File: src/logic/uart_ext_pkg.sv
// constants and carrier types for the serial status/control extension
package uart_ext_pkg;
   // register indices on the plain register port
   localparam logic [2:0] ADDR_STATUS_TWO    = 3'h0;
   localparam logic [2:0] ADDR_CONTROL_THREE = 3'h1;
   localparam logic [2:0] ADDR_EVT_STATUS    = 3'h2;
   localparam logic [2:0] ADDR_EVT_CLEAR     = 3'h3;
   localparam logic [2:0] ADDR_EVT_ENABLE    = 3'h4;
   // serial_status_two field positions
   localparam int S2_LONG_BREAK_FLAG = 7;
   localparam int S2_RX_EDGE_FLAG    = 6;
   localparam int S2_RX_INVERT       = 4;
   localparam int S2_WAKE_IDLE       = 3;
   localparam int S2_LONG_BREAK_GEN  = 2;
   localparam int S2_LONG_BREAK_DET  = 1;
   localparam int S2_RX_ACTIVE       = 0;
   // serial_control_three field positions
   localparam int C3_RX_NINTH  = 7;
   localparam int C3_TX_NINTH  = 6;
   localparam int C3_DIRECTION = 5;
   localparam int C3_TX_INVERT = 4;
   // event register layout
   localparam int EVT_LONG_BREAK = 1;
   localparam int EVT_RX_EDGE    = 0;
   localparam int EVT_BITS       = 2;
   // reset values
   localparam logic [7:0] RESET_BYTE = 8'h00;
   localparam logic [1:0] RESET_EVT  = 2'h0;
   // bit-time counts
   localparam logic [3:0] FRAME_BITS_8    = 4'hA;
   localparam logic [3:0] FRAME_BITS_9    = 4'hB;
   localparam logic [3:0] BREAK_TX_SHORT  = 4'hA;
   localparam logic [3:0] BREAK_TX_SHORT9 = 4'hB;
   localparam logic [3:0] BREAK_TX_LONG   = 4'hD;
   localparam logic [3:0] BREAK_TX_LONG9  = 4'hE;
   localparam logic [3:0] BREAK_RX_SHORT  = 4'hA;
   localparam logic [3:0] BREAK_RX_SHORT9 = 4'hB;
   localparam logic [3:0] BREAK_RX_LONG   = 4'hB;
   localparam logic [3:0] BREAK_RX_LONG9  = 4'hC;

   // event pulses from the receive shifter core
   typedef struct packed {
      logic       start_valid;
      logic       idle_seen;
      logic       char_done;
      logic       stop_zero;
      logic       ninth;
   } rx_core_t;

   // main status flags that may raise an error interrupt
   typedef struct packed {
      logic       overrun;
      logic       noise;
      logic       framing;
      logic       parity;
   } err_flags_t;

   // break transmitter states
   typedef enum logic [0:0] {
      BRK_IDLE = 1'b0,
      BRK_SEND = 1'b1
   } brk_state_t;
endpackage

File: src/logic/uart_status2_control3_logic.sv
// status-two / control-three extension logic of the asynchronous serial port
// What this block does
// - long break with detection enabled sets flag
// - active receive edge sets edge flag
// - receive inversion flips every element received on rx_pin, not single_wire_rx
// - standby idle sets idle only if enabled
// - transmit break 10/11 or 13/14 bits
// - framing check independent of break length select
// - long break detect blocks framing and full
// - break detected at 10/11 or 11/12
// - active flag set on start, cleared idle
// - received ninth bit readable in control three
// - ninth transmit bit loaded with data byte
// - single-wire mode direction bit steers pin
// - transmit inversion flips transmitted output
// - enabled error flags raise interrupt request
// - frame ten bits, eleven in nine-bit mode
// - break is whole character of zeros
//
// Implementation choices: the register offsets and strobed register access.
module uart_status2_control3_logic (
   // clock and reset
   input  wire logic                     mclk,
   input  wire logic                     nrst,
   // register port
   input  wire logic [2:0]               reg_addr,
   input  wire logic [7:0]               reg_wdata,
   input  wire logic                     reg_write,
   input  wire logic                     reg_read,
   output logic      [7:0]               reg_rdata,
   // serial core configuration and timing
   input  wire logic                     baud_tick,
   input  wire logic                     nine_bit_mode,
   input  wire logic                     loop_select,
   input  wire logic                     receive_source,
   input  wire logic                     receiver_standby,
   output logic      [3:0]               frame_bits,
   // receive side
   input  wire logic                     rx_pin,
   output logic                          rx_line,
   input  wire uart_ext_pkg::rx_core_t   rx_core,
   output logic                          framing_fault_set,
   output logic                          receive_buffer_full_set,
   output logic                          idle_flag_set,
   output logic                          break_detected,
   // transmit side
   input  wire logic                     tx_core_bit,
   input  wire logic                     send_break,
   input  wire logic                     data_write,
   input  wire logic [7:0]               data_wdata,
   output logic      [8:0]               tx_load_word,
   output logic                          tx_load,
   output logic                          tx_break_active,
   output logic                          tx_out,
   output logic                          tx_oe,
   input  wire logic                     tx_pin_in,
   output logic                          single_wire_rx,
   // error flags and interrupt
   input  wire uart_ext_pkg::err_flags_t err_flags,
   output logic                          error_irq,
   output logic                          irq
);
   logic       long_break_irq_flag;
   logic       receive_edge_irq_flag;
   logic       receive_invert;
   logic       wake_idle_detect;
   logic       long_break_generate;
   logic       long_break_detect_enable;
   logic       receiver_active_flag;
   logic       rx_ninth_bit;
   logic       tx_ninth_bit;
   logic       single_wire_direction;
   logic       transmit_invert;
   logic [3:0] err_enable_reg;
   logic [uart_ext_pkg::EVT_BITS-1:0] evt_status_reg;
   logic [uart_ext_pkg::EVT_BITS-1:0] evt_enable_reg;
   logic [uart_ext_pkg::EVT_BITS-1:0] evt_set;
   logic       wr_s2;
   logic       wr_c3;
   logic       rx_prev_reg;
   logic       rx_edge;
   logic [3:0] low_cnt_reg;
   logic [3:0] rx_threshold;
   logic       break_seen;
   logic [3:0] brk_len;
   logic [3:0] brk_cnt_reg;
   logic       single_wire;
   uart_ext_pkg::brk_state_t brk_state;

   assign wr_s2 = reg_write && reg_addr == uart_ext_pkg::ADDR_STATUS_TWO;
   assign wr_c3 = reg_write && reg_addr == uart_ext_pkg::ADDR_CONTROL_THREE;

   // character frame length handed to the shifters
   assign frame_bits = nine_bit_mode ? uart_ext_pkg::FRAME_BITS_9
                                     : uart_ext_pkg::FRAME_BITS_8;

   // control fields of both registers
   always_ff @(posedge mclk or negedge nrst) begin
      if (!nrst) begin
         receive_invert           <= 1'b0;
         wake_idle_detect         <= 1'b0;
         long_break_generate      <= 1'b0;
         long_break_detect_enable <= 1'b0;
         tx_ninth_bit             <= 1'b0;
         single_wire_direction    <= 1'b0;
         transmit_invert          <= 1'b0;
         err_enable_reg           <= 4'h0;
      end else begin
         if (wr_s2) begin
            receive_invert           <= reg_wdata[uart_ext_pkg::S2_RX_INVERT];
            wake_idle_detect         <= reg_wdata[uart_ext_pkg::S2_WAKE_IDLE];
            long_break_generate      <= reg_wdata[uart_ext_pkg::S2_LONG_BREAK_GEN];
            long_break_detect_enable <= reg_wdata[uart_ext_pkg::S2_LONG_BREAK_DET];
         end
         if (wr_c3) begin
            tx_ninth_bit          <= reg_wdata[uart_ext_pkg::C3_TX_NINTH];
            single_wire_direction <= reg_wdata[uart_ext_pkg::C3_DIRECTION];
            transmit_invert       <= reg_wdata[uart_ext_pkg::C3_TX_INVERT];
            err_enable_reg        <= reg_wdata[3:0];
         end
      end
   end

   // receive polarity applies to data, start, stop, break and idle alike
   assign rx_line = rx_pin ^ receive_invert;

   // active edge is a fall of the corrected line; a polarity change may fake one
   always_ff @(posedge mclk or negedge nrst) begin
      if (!nrst)
         rx_prev_reg <= 1'b1;
      else
         rx_prev_reg <= rx_line;
   end
   assign rx_edge = rx_prev_reg && !rx_line;

   // low-time counter in bit times, saturating so a break fires only once
   always_comb begin
      if (long_break_detect_enable)
         rx_threshold = nine_bit_mode ? uart_ext_pkg::BREAK_RX_LONG9
                                      : uart_ext_pkg::BREAK_RX_LONG;
      else
         rx_threshold = nine_bit_mode ? uart_ext_pkg::BREAK_RX_SHORT9
                                      : uart_ext_pkg::BREAK_RX_SHORT;
   end

   always_ff @(posedge mclk or negedge nrst) begin
      if (!nrst)
         low_cnt_reg <= 4'h0;
      else if (rx_line)
         low_cnt_reg <= 4'h0;
      else if (baud_tick && low_cnt_reg != 4'hF)
         low_cnt_reg <= low_cnt_reg + 4'h1;
   end
   assign break_seen     = baud_tick && !rx_line && low_cnt_reg == rx_threshold - 4'h1;
   assign break_detected = break_seen;

   // w1c flags; a new event in the clearing cycle wins
   always_ff @(posedge mclk or negedge nrst) begin
      if (!nrst) begin
         long_break_irq_flag   <= 1'b0;
         receive_edge_irq_flag <= 1'b0;
      end else begin
         if (break_seen && long_break_detect_enable)
            long_break_irq_flag <= 1'b1;
         else if (wr_s2 && reg_wdata[uart_ext_pkg::S2_LONG_BREAK_FLAG])
            long_break_irq_flag <= 1'b0;
         if (rx_edge)
            receive_edge_irq_flag <= 1'b1;
         else if (wr_s2 && reg_wdata[uart_ext_pkg::S2_RX_EDGE_FLAG])
            receive_edge_irq_flag <= 1'b0;
      end
   end

   // receiver active flag, set wins over the idle clear
   always_ff @(posedge mclk or negedge nrst) begin
      if (!nrst)
         receiver_active_flag <= 1'b0;
      else if (rx_core.start_valid)
         receiver_active_flag <= 1'b1;
      else if (rx_core.idle_seen)
         receiver_active_flag <= 1'b0;
   end

   // flag gating toward the main status register; stop check ignores break length
   assign framing_fault_set       = rx_core.char_done && rx_core.stop_zero
                                    && !long_break_detect_enable;
   assign receive_buffer_full_set = rx_core.char_done && !long_break_detect_enable;
   assign idle_flag_set           = rx_core.idle_seen
                                    && (!receiver_standby || wake_idle_detect);

   // ninth received bit follows the buffered byte; software reads it first
   always_ff @(posedge mclk or negedge nrst) begin
      if (!nrst)
         rx_ninth_bit <= 1'b0;
      else if (receive_buffer_full_set && nine_bit_mode)
         rx_ninth_bit <= rx_core.ninth;
   end

   // shifter load word: held ninth bit joins every data write in nine-bit mode, zero in eight-bit mode
   always_ff @(posedge mclk or negedge nrst) begin
      if (!nrst) begin
         tx_load_word <= 9'h000;
         tx_load      <= 1'b0;
      end else begin
         tx_load <= data_write;
         if (data_write)
            tx_load_word <= {nine_bit_mode & tx_ninth_bit, data_wdata};
      end
   end

   // break length is latched at start so a mid-break change cannot cut it
   always_comb begin
      if (long_break_generate)
         brk_len = nine_bit_mode ? uart_ext_pkg::BREAK_TX_LONG9
                                 : uart_ext_pkg::BREAK_TX_LONG;
      else
         brk_len = nine_bit_mode ? uart_ext_pkg::BREAK_TX_SHORT9
                                 : uart_ext_pkg::BREAK_TX_SHORT;
   end

   // break sender counts whole bit times of zero
   always_ff @(posedge mclk or negedge nrst) begin
      if (!nrst) begin
         brk_state   <= uart_ext_pkg::BRK_IDLE;
         brk_cnt_reg <= 4'h0;
      end else begin
         unique case (brk_state)
            uart_ext_pkg::BRK_IDLE: begin
               if (send_break) begin
                  brk_state   <= uart_ext_pkg::BRK_SEND;
                  brk_cnt_reg <= brk_len;
               end
            end
            uart_ext_pkg::BRK_SEND: begin
               if (baud_tick) begin
                  if (brk_cnt_reg == 4'h1)
                     brk_state <= uart_ext_pkg::BRK_IDLE;
                  brk_cnt_reg <= brk_cnt_reg - 4'h1;
               end
            end
         endcase
      end
   end
   assign tx_break_active = brk_state == uart_ext_pkg::BRK_SEND;

   // output polarity covers data, start, stop, break and idle
   assign tx_out = (tx_core_bit && !tx_break_active) ^ transmit_invert;

   // single-wire mode: direction bit picks pin drive or listen
   assign single_wire    = loop_select && receive_source;
   assign tx_oe          = single_wire ? single_wire_direction : 1'b1;
   assign single_wire_rx = tx_pin_in;

   // error interrupt: each flag gated by its own enable
   assign error_irq = |({err_flags.overrun, err_flags.noise,
                         err_flags.framing, err_flags.parity} & err_enable_reg);

   // sticky events, write-one clear register, set wins
   assign evt_set = {break_seen && long_break_detect_enable, rx_edge};
   generate
      for (genvar i = 0; i < uart_ext_pkg::EVT_BITS; i++) begin : g_evt
         always_ff @(posedge mclk or negedge nrst) begin
            if (!nrst)
               evt_status_reg[i] <= 1'b0;
            else if (evt_set[i])
               evt_status_reg[i] <= 1'b1;
            else if (reg_write && reg_addr == uart_ext_pkg::ADDR_EVT_CLEAR && reg_wdata[i])
               evt_status_reg[i] <= 1'b0;
         end
      end
   endgenerate

   // event enable register
   always_ff @(posedge mclk or negedge nrst) begin
      if (!nrst)
         evt_enable_reg <= uart_ext_pkg::RESET_EVT;
      else if (reg_write && reg_addr == uart_ext_pkg::ADDR_EVT_ENABLE)
         evt_enable_reg <= reg_wdata[uart_ext_pkg::EVT_BITS-1:0];
   end
   assign irq = error_irq || |(evt_status_reg & evt_enable_reg);

   // read data one cycle after the strobe, zero otherwise
   always_ff @(posedge mclk or negedge nrst) begin
      if (!nrst)
         reg_rdata <= uart_ext_pkg::RESET_BYTE;
      else if (!reg_read)
         reg_rdata <= uart_ext_pkg::RESET_BYTE;
      else begin
         unique case (reg_addr)
            uart_ext_pkg::ADDR_STATUS_TWO:
               reg_rdata <= {long_break_irq_flag, receive_edge_irq_flag, 1'b0,
                             receive_invert, wake_idle_detect, long_break_generate,
                             long_break_detect_enable, receiver_active_flag};
            uart_ext_pkg::ADDR_CONTROL_THREE:
               reg_rdata <= {rx_ninth_bit, tx_ninth_bit, single_wire_direction,
                             transmit_invert, err_enable_reg};
            uart_ext_pkg::ADDR_EVT_STATUS:
               reg_rdata <= {6'h00, evt_status_reg};
            uart_ext_pkg::ADDR_EVT_ENABLE:
               reg_rdata <= {6'h00, evt_enable_reg};
            default:
               reg_rdata <= uart_ext_pkg::RESET_BYTE;
         endcase
      end
   end

   // checks next to the guarded logic
   property p_long_break_flag;
      @(posedge mclk) disable iff (!nrst)
      (baud_tick && !rx_line && low_cnt_reg == rx_threshold - 4'h1
       && long_break_detect_enable) |=> long_break_irq_flag;
   endproperty
   a_long_break_flag: assert property (p_long_break_flag)
      else $error("long break flag not set");

   property p_edge_flag;
      @(posedge mclk) disable iff (!nrst)
      ($past(rx_pin ^ receive_invert) && !(rx_pin ^ receive_invert)) |-> ##1 receive_edge_irq_flag;
   endproperty
   a_edge_flag: assert property (p_edge_flag)
      else $error("receive edge flag not set");

   property p_rx_polarity;
      @(posedge mclk) disable iff (!nrst)
      receive_invert |-> rx_line != rx_pin;
   endproperty
   a_rx_polarity: assert property (p_rx_polarity)
      else $error("receive line not inverted");

   property p_idle_standby;
      @(posedge mclk) disable iff (!nrst)
      (receiver_standby && !wake_idle_detect) |-> !idle_flag_set;
   endproperty
   a_idle_standby: assert property (p_idle_standby)
      else $error("idle flag raised in standby");

   property p_break_start;
      @(posedge mclk) disable iff (!nrst)
      (!tx_break_active && send_break) |=> tx_break_active && brk_cnt_reg == $past(brk_len)
                                           && !tx_out == !transmit_invert;
   endproperty
   a_break_start: assert property (p_break_start)
      else $error("break length or level wrong");

   property p_long_detect_blocks;
      @(posedge mclk) disable iff (!nrst)
      long_break_detect_enable |-> !framing_fault_set && !receive_buffer_full_set;
   endproperty
   a_long_detect_blocks: assert property (p_long_detect_blocks)
      else $error("framing or full flag set while long detect on");

   property p_active_flag;
      @(posedge mclk) disable iff (!nrst)
      rx_core.start_valid |=> receiver_active_flag;
   endproperty
   a_active_flag: assert property (p_active_flag)
      else $error("active flag not set on start");

   property p_tx_ninth;
      @(posedge mclk) disable iff (!nrst)
      (data_write && nine_bit_mode) |=> tx_load && tx_load_word[8] == $past(tx_ninth_bit);
   endproperty
   a_tx_ninth: assert property (p_tx_ninth)
      else $error("ninth transmit bit not loaded");

   property p_direction;
      @(posedge mclk) disable iff (!nrst)
      (loop_select && receive_source) |-> tx_oe == single_wire_direction;
   endproperty
   a_direction: assert property (p_direction)
      else $error("single-wire direction wrong");

   property p_error_irq;
      @(posedge mclk) disable iff (!nrst)
      (err_flags.overrun && err_enable_reg[3]) |-> error_irq && irq;
   endproperty
   a_error_irq: assert property (p_error_irq)
      else $error("overrun interrupt missing");
endmodule

File: config.mk
export PLATFORM = sky130hd
export DESIGN_NAME = uart_status2_control3_logic
export DESIGN_NICKNAME = d
export VERILOG_FILES = /design/src/logic/uart_ext_pkg.sv /design/src/logic/uart_status2_control3_logic.sv
export SDC_FILE = /design/constraint.sdc
export NUM_CORES = 1
export LEC_CHECK = 0
export BUFFER_PORTS_ARGS = -buffer_cell sky130_fd_sc_hd__buf_2
export CORE_UTILIZATION = 25
export DETAILED_ROUTE_END_ITERATION = 7
export GPL_TIMING_DRIVEN = 0
export HOLD_SLACK_MARGIN = 0.05
export PLACE_DENSITY = 0.5
export SLEW_MARGIN = 20
export SYNTH_ARGS = -nofsm -noshare
export SYNTH_HDL_FRONTEND = slang
export SYNTH_SLANG_ARGS = --single-unit
File: constraint.sdc
create_clock -name mclk -period 3.9 [get_ports mclk]
set_input_delay 0.78 -clock mclk [delete_from_list [all_inputs] [get_ports mclk]]
set_output_delay 0.78 -clock mclk [all_outputs]
set_load 0.01 [all_outputs]
==> flow_summary.ini, run 1 <==
[global_routing]
gr-usage-all-layers_pct = 11.6
overflow = 0
grt_pass1_wl_mm = 8.74
grt_antenna_before_repair = 1
grt_pass1_vias = 1747
grt_start_max_net_pins = 48

[synth]
synth_area_per_cell_um2 = 11.4
syn_area_um2 = 2330
ys_ff_latch = 47
yosysTopAreaCell = dfrtp_1
ys_seq_area_share_pct = 50.5
post-synth-top-count-cell = dfrtp_1
yosysWarnings = 0
synthTopCellsByArea = dfrtp_1 49%, mux2_2 10%, ha_1 4.8%, mux2i_1 3.4%, inv_1 2.1%
synth_cell_types = 48
async_flop_share_pct = 100
syn_inst = 204
synth_top_area_share_pct = 49.4
synth_ff_type = dfrtp_1
synth_edf_count = 0
synthTopCellsByCount = 46 x dfrtp_1, 21 x mux2_2, 13 x inv_1, 13 x nand2_1, 10 x nor2_1

[placed_design]
gp_congestion = 0.809
place_inst = 379
port_buffers = 66
hpwl_mm = 3.84
pre_cts_slack_ns = 0.919

[clocking]
cts-hold-fix-buffers = 0
post_cts_buffers = 0
cts.sinks = 47
clkLatencyLatePin_ns = 0.30
cts_tree = yes
path_clk_slew_ns = 0.09
cts_buffers = 5
clockRootBuffer = clkbuf_8
cts_buffer_depth = 2
cts_max_level = 2
cts_resized = 0

[critical_path]
critical-path-top-delay-family = buffers and inverters
cp_max_fo = 6
r2r_slack_ns = 2.14
crit_path_top_delay_cell = mux2_2
slowest_delay_ns = 0.39
critPathBufInv = 3
timing.rr.end = long_break_irq_flag
crit_path_end = break_detected
criticalPathCategory = in2out
crit_path_start = nine_bit_mode
critPathMostFrequentCell = buf_2
r2r_start = long_break_detect_enable
r2r.worst_path.cells = 6
cp-start-kind = primary input
cp.depth = 7
worstSetupEndpointType = output pin
crit_chain = buf_2, inv_1, ha_1, a21boi_0, mux2_2, nor2_1, buf_2
worstPathRequired_ns = 3.12
worstPathArrival_ns = 2.16

[timing]
hold_viol_final = 0
max_freq_ghz = 0.340
drv_slew = 0
fin_crit_ns = 2.94
setup_viol = 0
setup_ws_ns = 0.956
relSlewSlack_pct = 58.3
whs_ns = 0.474
worstMarginPinSlew_ns = 0.626
skew_ns = 0.0113
grt_setup_unrepaired = false
setup_tns_ns = 0
period_share_pct = 75.5

[layout]
regMostFlops = tx_load_word
reg_top3 = tx_load_word (9), reg_rdata (8)
finalNonFillerCells = 388
syn_to_final_growth_pct = 23.8
largest_reg_flops = 9
drive_gt1_share_pct = 40.1
nets = 329
final_core_util_pct = 32.5

[die]
coreArea_um2 = 8890
io_pins = 75
start_util_pct = 26.2
std_cell_rows = 34
die_y_um = 98.5
die_width_um = 98.5
die-area_um2 = 9710

[drt]
drt_iter0_markers = 42
drc_errors = 10
drt_pass1_iterations = 8
routedWlPerCell_um = 13.3
vias_per_cell = 4.44
ant_nets = 0
num_vias = 1724
drt-total-wl_mm = 5.17

[pwr]
power_density_nw_per_um2 = 436
ir_drop_mv = 0.139
p_leak_nw = 1.41

[outcome]
outcome = finished with violations
violations = design-rule violations

[min_path]
hp-class = in2async

[flow_run]
maxCapViolations = 0
==> per-layer routing <==
metal / global-route usage [%] / up-vias / share of wire (%)
li1: - / 845 / -
met1: 15.4 / 826 / 47
met5: 0 / - / 0
met4: 3.10 / 0 / 1.1
met3: 3.90 / 8 / 6.0
met2: 18.1 / 45 / 46
==> report_power, final <==
group / internal, mW / switching, mW / total [mW]
logic: 0.163 / 0.157 / 0.321
clock network: 0.126 / 0.164 / 0.290
registers: 0.577 / 0.0717 / 0.648
==> how the worst min path moves through the flow <==
stage / start / endpoint / slack (ns) / cells past startpoint
2_1_floorplan: receiver_active_flag / receiver_active_flag / 0.45 / 1
4_1_cts: nrst / reg_rdata[1] / 0.50 / 1
5_1_grt: nrst / reg_rdata[0] / 0.51 / 1
3_5_place_dp: tx_load_word[2] / tx_load_word[2] / 0.49 / 1
3_3_place_gp: receiver_active_flag / receiver_active_flag / 0.48 / 1
6_report: nrst / reg_rdata[1] / 0.47 / 1
==> logic make-up after synthesis <==
kind of cell             share of synthesized area (%)
adder cells (fa/ha/maj)                           4.83
AO/OA/AOI/OAI                                     9.13
buffers and inverters                             6.39
XOR/XNOR                                          2.63
other                                            0.322
AND/OR/NAND/NOR                                   12.6
flip-flops                                        50.5
multiplexers                                      13.6
==> placed cells by master, fill, tap and decap left out, types with 3 or more instances in the layout <==
cell       n
xnor2_1    3
buf_2     66
clkbuf_8   5
buf_4      7
ha_1       9
xor2_1     4
nor3_1     5
a21oi_1    8
dfrtp_1   46
inv_1     13
nor2_1    10
mux2_2    21
mux2i_1    8
buf_6      3
nand2_1   13
clkbuf_1   4
conb_1     3
o21ai_0    5
nand2b_1   3
and3_1     3
==> worst register-to-register path, stage by stage, from the launching register on <==
cell and delay, ns:
dfrtp_1 0.45, ha_1 0.21, inv_1 0.07, ha_1 0.14, a21boi_0 0.18, mux2_2 0.39, o32ai_1 0.22
==> per-stage QoR <==
step / instance area, um2 / total power, mW
final: 2890 / 1.26
after global routing: 2880 / 1.35
after CTS: 2880 / 1.28
after detailed placement: 2800 / 0.986
after global placement: 2800 / 0.977
after floorplan: 2330 / 0.863
==> cell type report <==
cell class	instances	area [um2]
fillers	935	6010
flip-flops and latches	47	1180
multi-input cells	131	1010
repair buffers	66	333
well taps	108	135
plain buffers	13	96.3
clock buffers	7	76.3
inverters	14	52.6
clock inverters	1	5.00
diodes	1	2.50
Note: power is estimated with default switching activity, not from simulation.
==> inputs of run 2 (changes only) <==
ABC_AREA = 1   (was unset)
clock period = 3 ns   (was 3.9 ns; I/O delays follow)
==> run 2 against run 1 <==
  * The run still ends with design-rule violations left
  * Global-route usage down 0.20 points
  * Critical path type is now reg2out
  * Flip-flop and latch count unchanged
  * Die area down 0.16%
  * Non-clock buffer count down 2
  * Hold slack worse by 0.17 ns
  * Total power up 45%
  * Synthesized area down 0.16%
==> flow_summary.ini, run 2 <==
[pwr]
power_density_nw_per_um2 = 619
report.power.total_mw = 1.83
ir_drop_mv = 0.252
p_leak_nw = 1.57

[die]
io_pins = 75
coreArea_um2 = 8850
std_cell_rows = 34
start_util_pct = 26.3
die_y_um = 98.5
die-area_um2 = 9690
die_width_um = 98.5

[drt]
routedWlPerCell_um = 11.9
num_vias = 1949
ant_nets = 0
vias_per_cell = 4.34
drc_errors = 5
drt_pass1_iterations = 8
drt-total-wl_mm = 5.36
drt_iter0_markers = 104

[critical_path]
worstSetupEndpointType = output pin
cp_max_fo = 7
worstPathArrival_ns = 2.02
worstPathRequired_ns = 2.40
cp-start-kind = register
criticalPathCategory = reg2out

[clocking]
post_cts_buffers = 0
cts.sinks = 47
cts_resized = 0
cts_max_level = 2
clkLatencyLatePin_ns = 0.30
cts_tree = yes
cts_buffers = 5
cts-hold-fix-buffers = 0
cts_buffer_depth = 2
path_clk_slew_ns = 0.10
clockRootBuffer = clkbuf_8

[synth]
synthTopCellsByArea = dfrtp_1 49%, nand2_1 11%, inv_1 5.2%, ha_1 4.8%, mux2_2 4.4%
synth_area_per_cell_um2 = 8.88
yosysWarnings = 0
ys_seq_area_share_pct = 50.6
syn_inst = 262
yosysTopAreaCell = dfrtp_1
ys_ff_latch = 47
async_flop_share_pct = 100
synthTopCellsByCount = 68 x nand2_1, 46 x dfrtp_1, 32 x inv_1
synth_top_area_share_pct = 49.5
synth_cell_types = 30
synth_edf_count = 0
synth_ff_type = dfrtp_1
post-synth-top-count-cell = nand2_1
syn_area_um2 = 2330

[timing]
relSlewSlack_pct = 58.7
period_share_pct = 87.4
fin_crit_ns = 2.62
setup_tns_ns = 0
grt_setup_unrepaired = false
worstMarginPinSlew_ns = 0.619
setup_viol = 0
max_freq_ghz = 0.381
skew_ns = 0.0173
hold_viol_final = 0
drv_slew = 0

[layout]
layout_common_cells = 70 x buf_2, 68 x nand2_1, 46 x dfrtp_1
finalNonFillerCells = 449
final_common_cell = buf_2
nets = 391
regMostFlops = tx_load_word
final_core_util_pct = 33.4
antennaDiodeCount = 0
reg_top3 = tx_load_word (9), reg_rdata (8)
largest_reg_flops = 9
ff_latch_area_um2 = 1180
drive_gt1_share_pct = 32.0
fin_area_um2 = 2960
multiInputGateArea_um2 = 975
syn_to_final_growth_pct = 27.2
fillerInstances = 958

[global_routing]
overflow = 0
grt_pass1_wl_mm = 8.77
gr-usage-all-layers_pct = 11.4
grt_antenna_before_repair = 0
grt_start_max_net_pins = 48
grt_pass1_vias = 1905

[placed_design]
port_buffers = 70
dpl_cell_area_um2 = 2820
hpwl_mm = 4.05
gp_congestion = 0.785
place_inst = 441

[outcome]
outcome = finished with violations
violations = design-rule violations

[flow_run]
maxCapViolations = 0

[min_path]
hp-class = in2async
[run 2: kinds of logic after synthesis]
group                    synth area share (%)
XOR/XNOR                                0.753
other                                   0.323
AO/OA/AOI/OAI                            10.5
adder cells (fa/ha/maj)                  4.84
multiplexers                             4.36
AND/OR/NAND/NOR                          21.0
flip-flops                               50.6
buffers and inverters                    7.64
[run 2: path summary, 6_finish.rpt]
check / start / endpoint / slack (ns) / cells after the start
max: long_break_detect_enable / break_detected / 0.38 / 9
min: nrst / brk_cnt_reg[3] / 0.30 / 1
max reg2reg: long_break_detect_enable / evt_status_reg[1] / 1.31 / 10
min reg2reg: receive_edge_irq_flag / receive_edge_irq_flag / 0.49 / 2
max in group asynchronous: nrst / long_break_detect_enable / 2.27 / 1
min in group mclk: data_write / tx_load / 0.42 / 1
[run 2: metrics by stage]
stage / setup slack (ns) / hold slack, ns
final: 0.378 / 0.301
after global routing: 0.196 / 0.348
after CTS: 0.321 / 0.402
after detailed placement: 0.424 / 0.467
after global placement: 0.440 / 0.468
after floorplan: 0.825 / 0.304
[run 2: routing by layer]
layer,GRT usage [%],part of all wire (%)
met5,0,0
met2,19.6,47
met3,2.70,4.9
met4,2.76,0.32
met1,14.6,48
[run 2: power breakdown]
group | leakage [nW] | switching [mW] | internal [mW]
logic | 0.919 | 0.249 | 0.190
clock network | 0.0703 | 0.229 | 0.338
registers | 0.582 | 0.0865 | 0.737
[run 2: area by class of cell]
type / count / area share, %
plain buffers: 7 / 1.82
clock buffers: 5 / 2.33
clock inverters: 3 / 2.41
inverters: 33 / 4.19
multi-input cells: 176 / 33.0
flip-flops and latches: 47 / 39.8
well taps: 108 / 4.57
repair buffers: 70 / 11.9
[run 2: critical path, cell delays in order (launching register included)]
cell and delay, ns:
dfrtp_1 0.50, ha_1 0.20, inv_1 0.05, ha_1 0.31, inv_1 0.06, nand2_1 0.04, nand2_1 0.07, nand3_1 0.10
nor3_1 0.23, buf_2 0.18
==> inputs of run 3 (changes only) <==
ABC_AREA = unset   (was 1)
PLACE_DENSITY = unset   (was 0.5)
PLACE_DENSITY_LB_ADDON = 0.05   (was unset)
==> run 3 against run 2 <==
  * The run now ends clean
  * Clock skew fell by 0.0072 ns
  * Sequential share of layout area increased by 0.48 points
  * Non-clock buffer count up 2
  * Cell area is 1.2% lower
  * Via count decreased by 11%
  * Clock-buffer cell count is 1 higher
  * Flip-flop and latch count is the same
  * Global-route usage rose by 0.37 points
  * Total power down 3.3%
  * Critical path type unchanged
  * Largest cell class unchanged
==> flow_summary.ini, run 3 (same netlist as run 1, synthesis figures left out) <==
[placed_design]
pre_cts_slack_ns = 0.346
hpwl_mm = 3.98
dpl_cell_area_um2 = 2800
gp_congestion = 0.750
port_buffers = 66

[pwr]
p_leak_nw = 1.43
internal_power_mw = 1.24
ir_drop_mv = 0.230
power_frac_comb_pct = 23.7
clockPowerShare_pct = 28.6
switching_power_uw = 532
p_seq_share_pct = 47.7
power_density_nw_per_um2 = 605
switching_share_pct = 30.1

[layout]
antennaDiodeCount = 0
fin_area_um2 = 2920
fillerInstances = 932
nets = 329
syn_to_final_growth_pct = 25.5
drive_gt1_share_pct = 40.9
reg_top3 = tx_load_word (9), reg_rdata (8)
largest_reg_flops = 9
regMostFlops = tx_load_word
layout_common_cells = 66 x buf_2, 46 x dfrtp_1, 21 x mux2_2
final_common_cell = buf_2

[drt]
drt_pass1_iterations = 6
ant_nets = 0
drt-total-wl_mm = 5.40
num_vias = 1725
drt_iter0_markers = 47
vias_per_cell = 4.46
routedWlPerCell_um = 14.0
drc_errors = 0

[clocking]
cts_buffers = 5
cts-hold-fix-buffers = 0
cts_buffer_depth = 2
clockRootBuffer = clkbuf_8
path_clk_slew_ns = 0.10
cts.sinks = 47
cts_tree = yes
post_cts_buffers = 0
cts_resized = 0
cts_max_level = 2
clkLatencyLatePin_ns = 0.31

[timing]
fin_crit_ns = 2.67
hold_viol_final = 0
period_share_pct = 88.8
drv_slew = 0
relSlewSlack_pct = 58.0
worstMarginPinSlew_ns = 0.630
setup_ws_ns = 0.335
max_freq_ghz = 0.375
grt_setup_unrepaired = false
setup_tns_ns = 0
skew_ns = 0.0101
setup_viol = 0

[outcome]
outcome = finished, final reports clean

[global_routing]
grt_pass1_wl_mm = 8.85
busiest_layer = met2
grt_start_max_net_pins = 48
grtUsageMet2_pct = 19.0
use_met3_pct = 2.84
gr-usage-all-layers_pct = 11.8
overflow = 0
use_met1_pct = 15.4
grt_antenna_before_repair = 0
grt_pass1_vias = 1740

[critical_path]
crit_chain = ha_1, inv_1, ha_1, a21boi_0, mux2_2, nor2_1, buf_2
criticalPathCategory = reg2out
worstPathRequired_ns = 2.40
crit_path_top_delay_cell = dfrtp_1
critPathMostFrequentCell = ha_1
worstPathArrival_ns = 2.07
r2r_slack_ns = 1.22
cp-start-kind = register
worstSetupEndpointType = output pin
cp_max_fo = 5
slowest_delay_ns = 0.45

[min_path]
hp-class = in2async

[die]
io_pins = 75
die-area_um2 = 9710
die_y_um = 98.5
die_width_um = 98.5
start_util_pct = 26.2
coreArea_um2 = 8890
std_cell_rows = 34

[flow_run]
maxCapViolations = 0
==> run 3: worst max-delay path: cells and delay by family (launching register included) <==
family / cells / cell delay, ns
and+or+nand+nor: 1 / 0.15
AOI/OAI and AO/OA: 1 / 0.18
DFF: 1 / 0.45
buffers and inverters: 2 / 0.23
adders and majority gates: 2 / 0.35
muxes: 1 / 0.39
==> run 3: routing by layer <==
layer | vias up | routed length, um
met5 | - | 0
met4 | 0 | 79
met3 | 8 | 208
met2 | 39 | 2480
met1 | 833 | 2630
li1 | 845 | -
==> run 3: per-stage QoR <==
stage | hold slack (ns) | power (mW) | std cells | util [%]
after detailed placement | 0.485 | 1.29 | 379 | 31.5
after global routing | 0.348 | 1.89 | 387 | 32.9
after global placement | 0.484 | 1.28 | 379 | 31.5
after CTS | 0.323 | 1.81 | 387 | 32.9
after floorplan | 0.304 | 1.12 | 205 | -
final | 0.301 | 1.77 | 387 | 32.9
==> run 3: power groups by stage <==
stage | registers, mW | clock network (mW) | logic [mW]
6_report | 0.844 | 0.506 | 0.419
5_1_grt | 0.862 | 0.551 | 0.478
3_3_place_gp | 0.858 | 0 | 0.426
3_5_place_dp | 0.857 | 0 | 0.430
4_1_cts | 0.844 | 0.536 | 0.431
2_1_floorplan | 0.841 | 0 | 0.281
==> run 3: final timing paths <==
path,from,to,depth (start not counted)
hold / removal,nrst,reg_rdata[3],1
setup / recovery,long_break_detect_enable,break_detected,7
min in group mclk,data_write,tx_load,1
hold reg to reg,receiver_active_flag,receiver_active_flag,1
setup reg to reg,long_break_detect_enable,long_break_irq_flag,6
max in group asynchronous,nrst,low_cnt_reg[2],1
==> run 3: layout make-up <==
class	count	area (um2)	area share, %
Sequential cell	47	1180	40.3
Clock inverter	2	38.8	1.33
Timing Repair Buffer	66	333	11.4
Clock buffer	6	82.6	2.83
Tap cell	108	135	4.62
Inverter	14	52.6	1.80
Multi-Input combinational cell	131	1010	34.5
Buffer	13	96.3	3.30
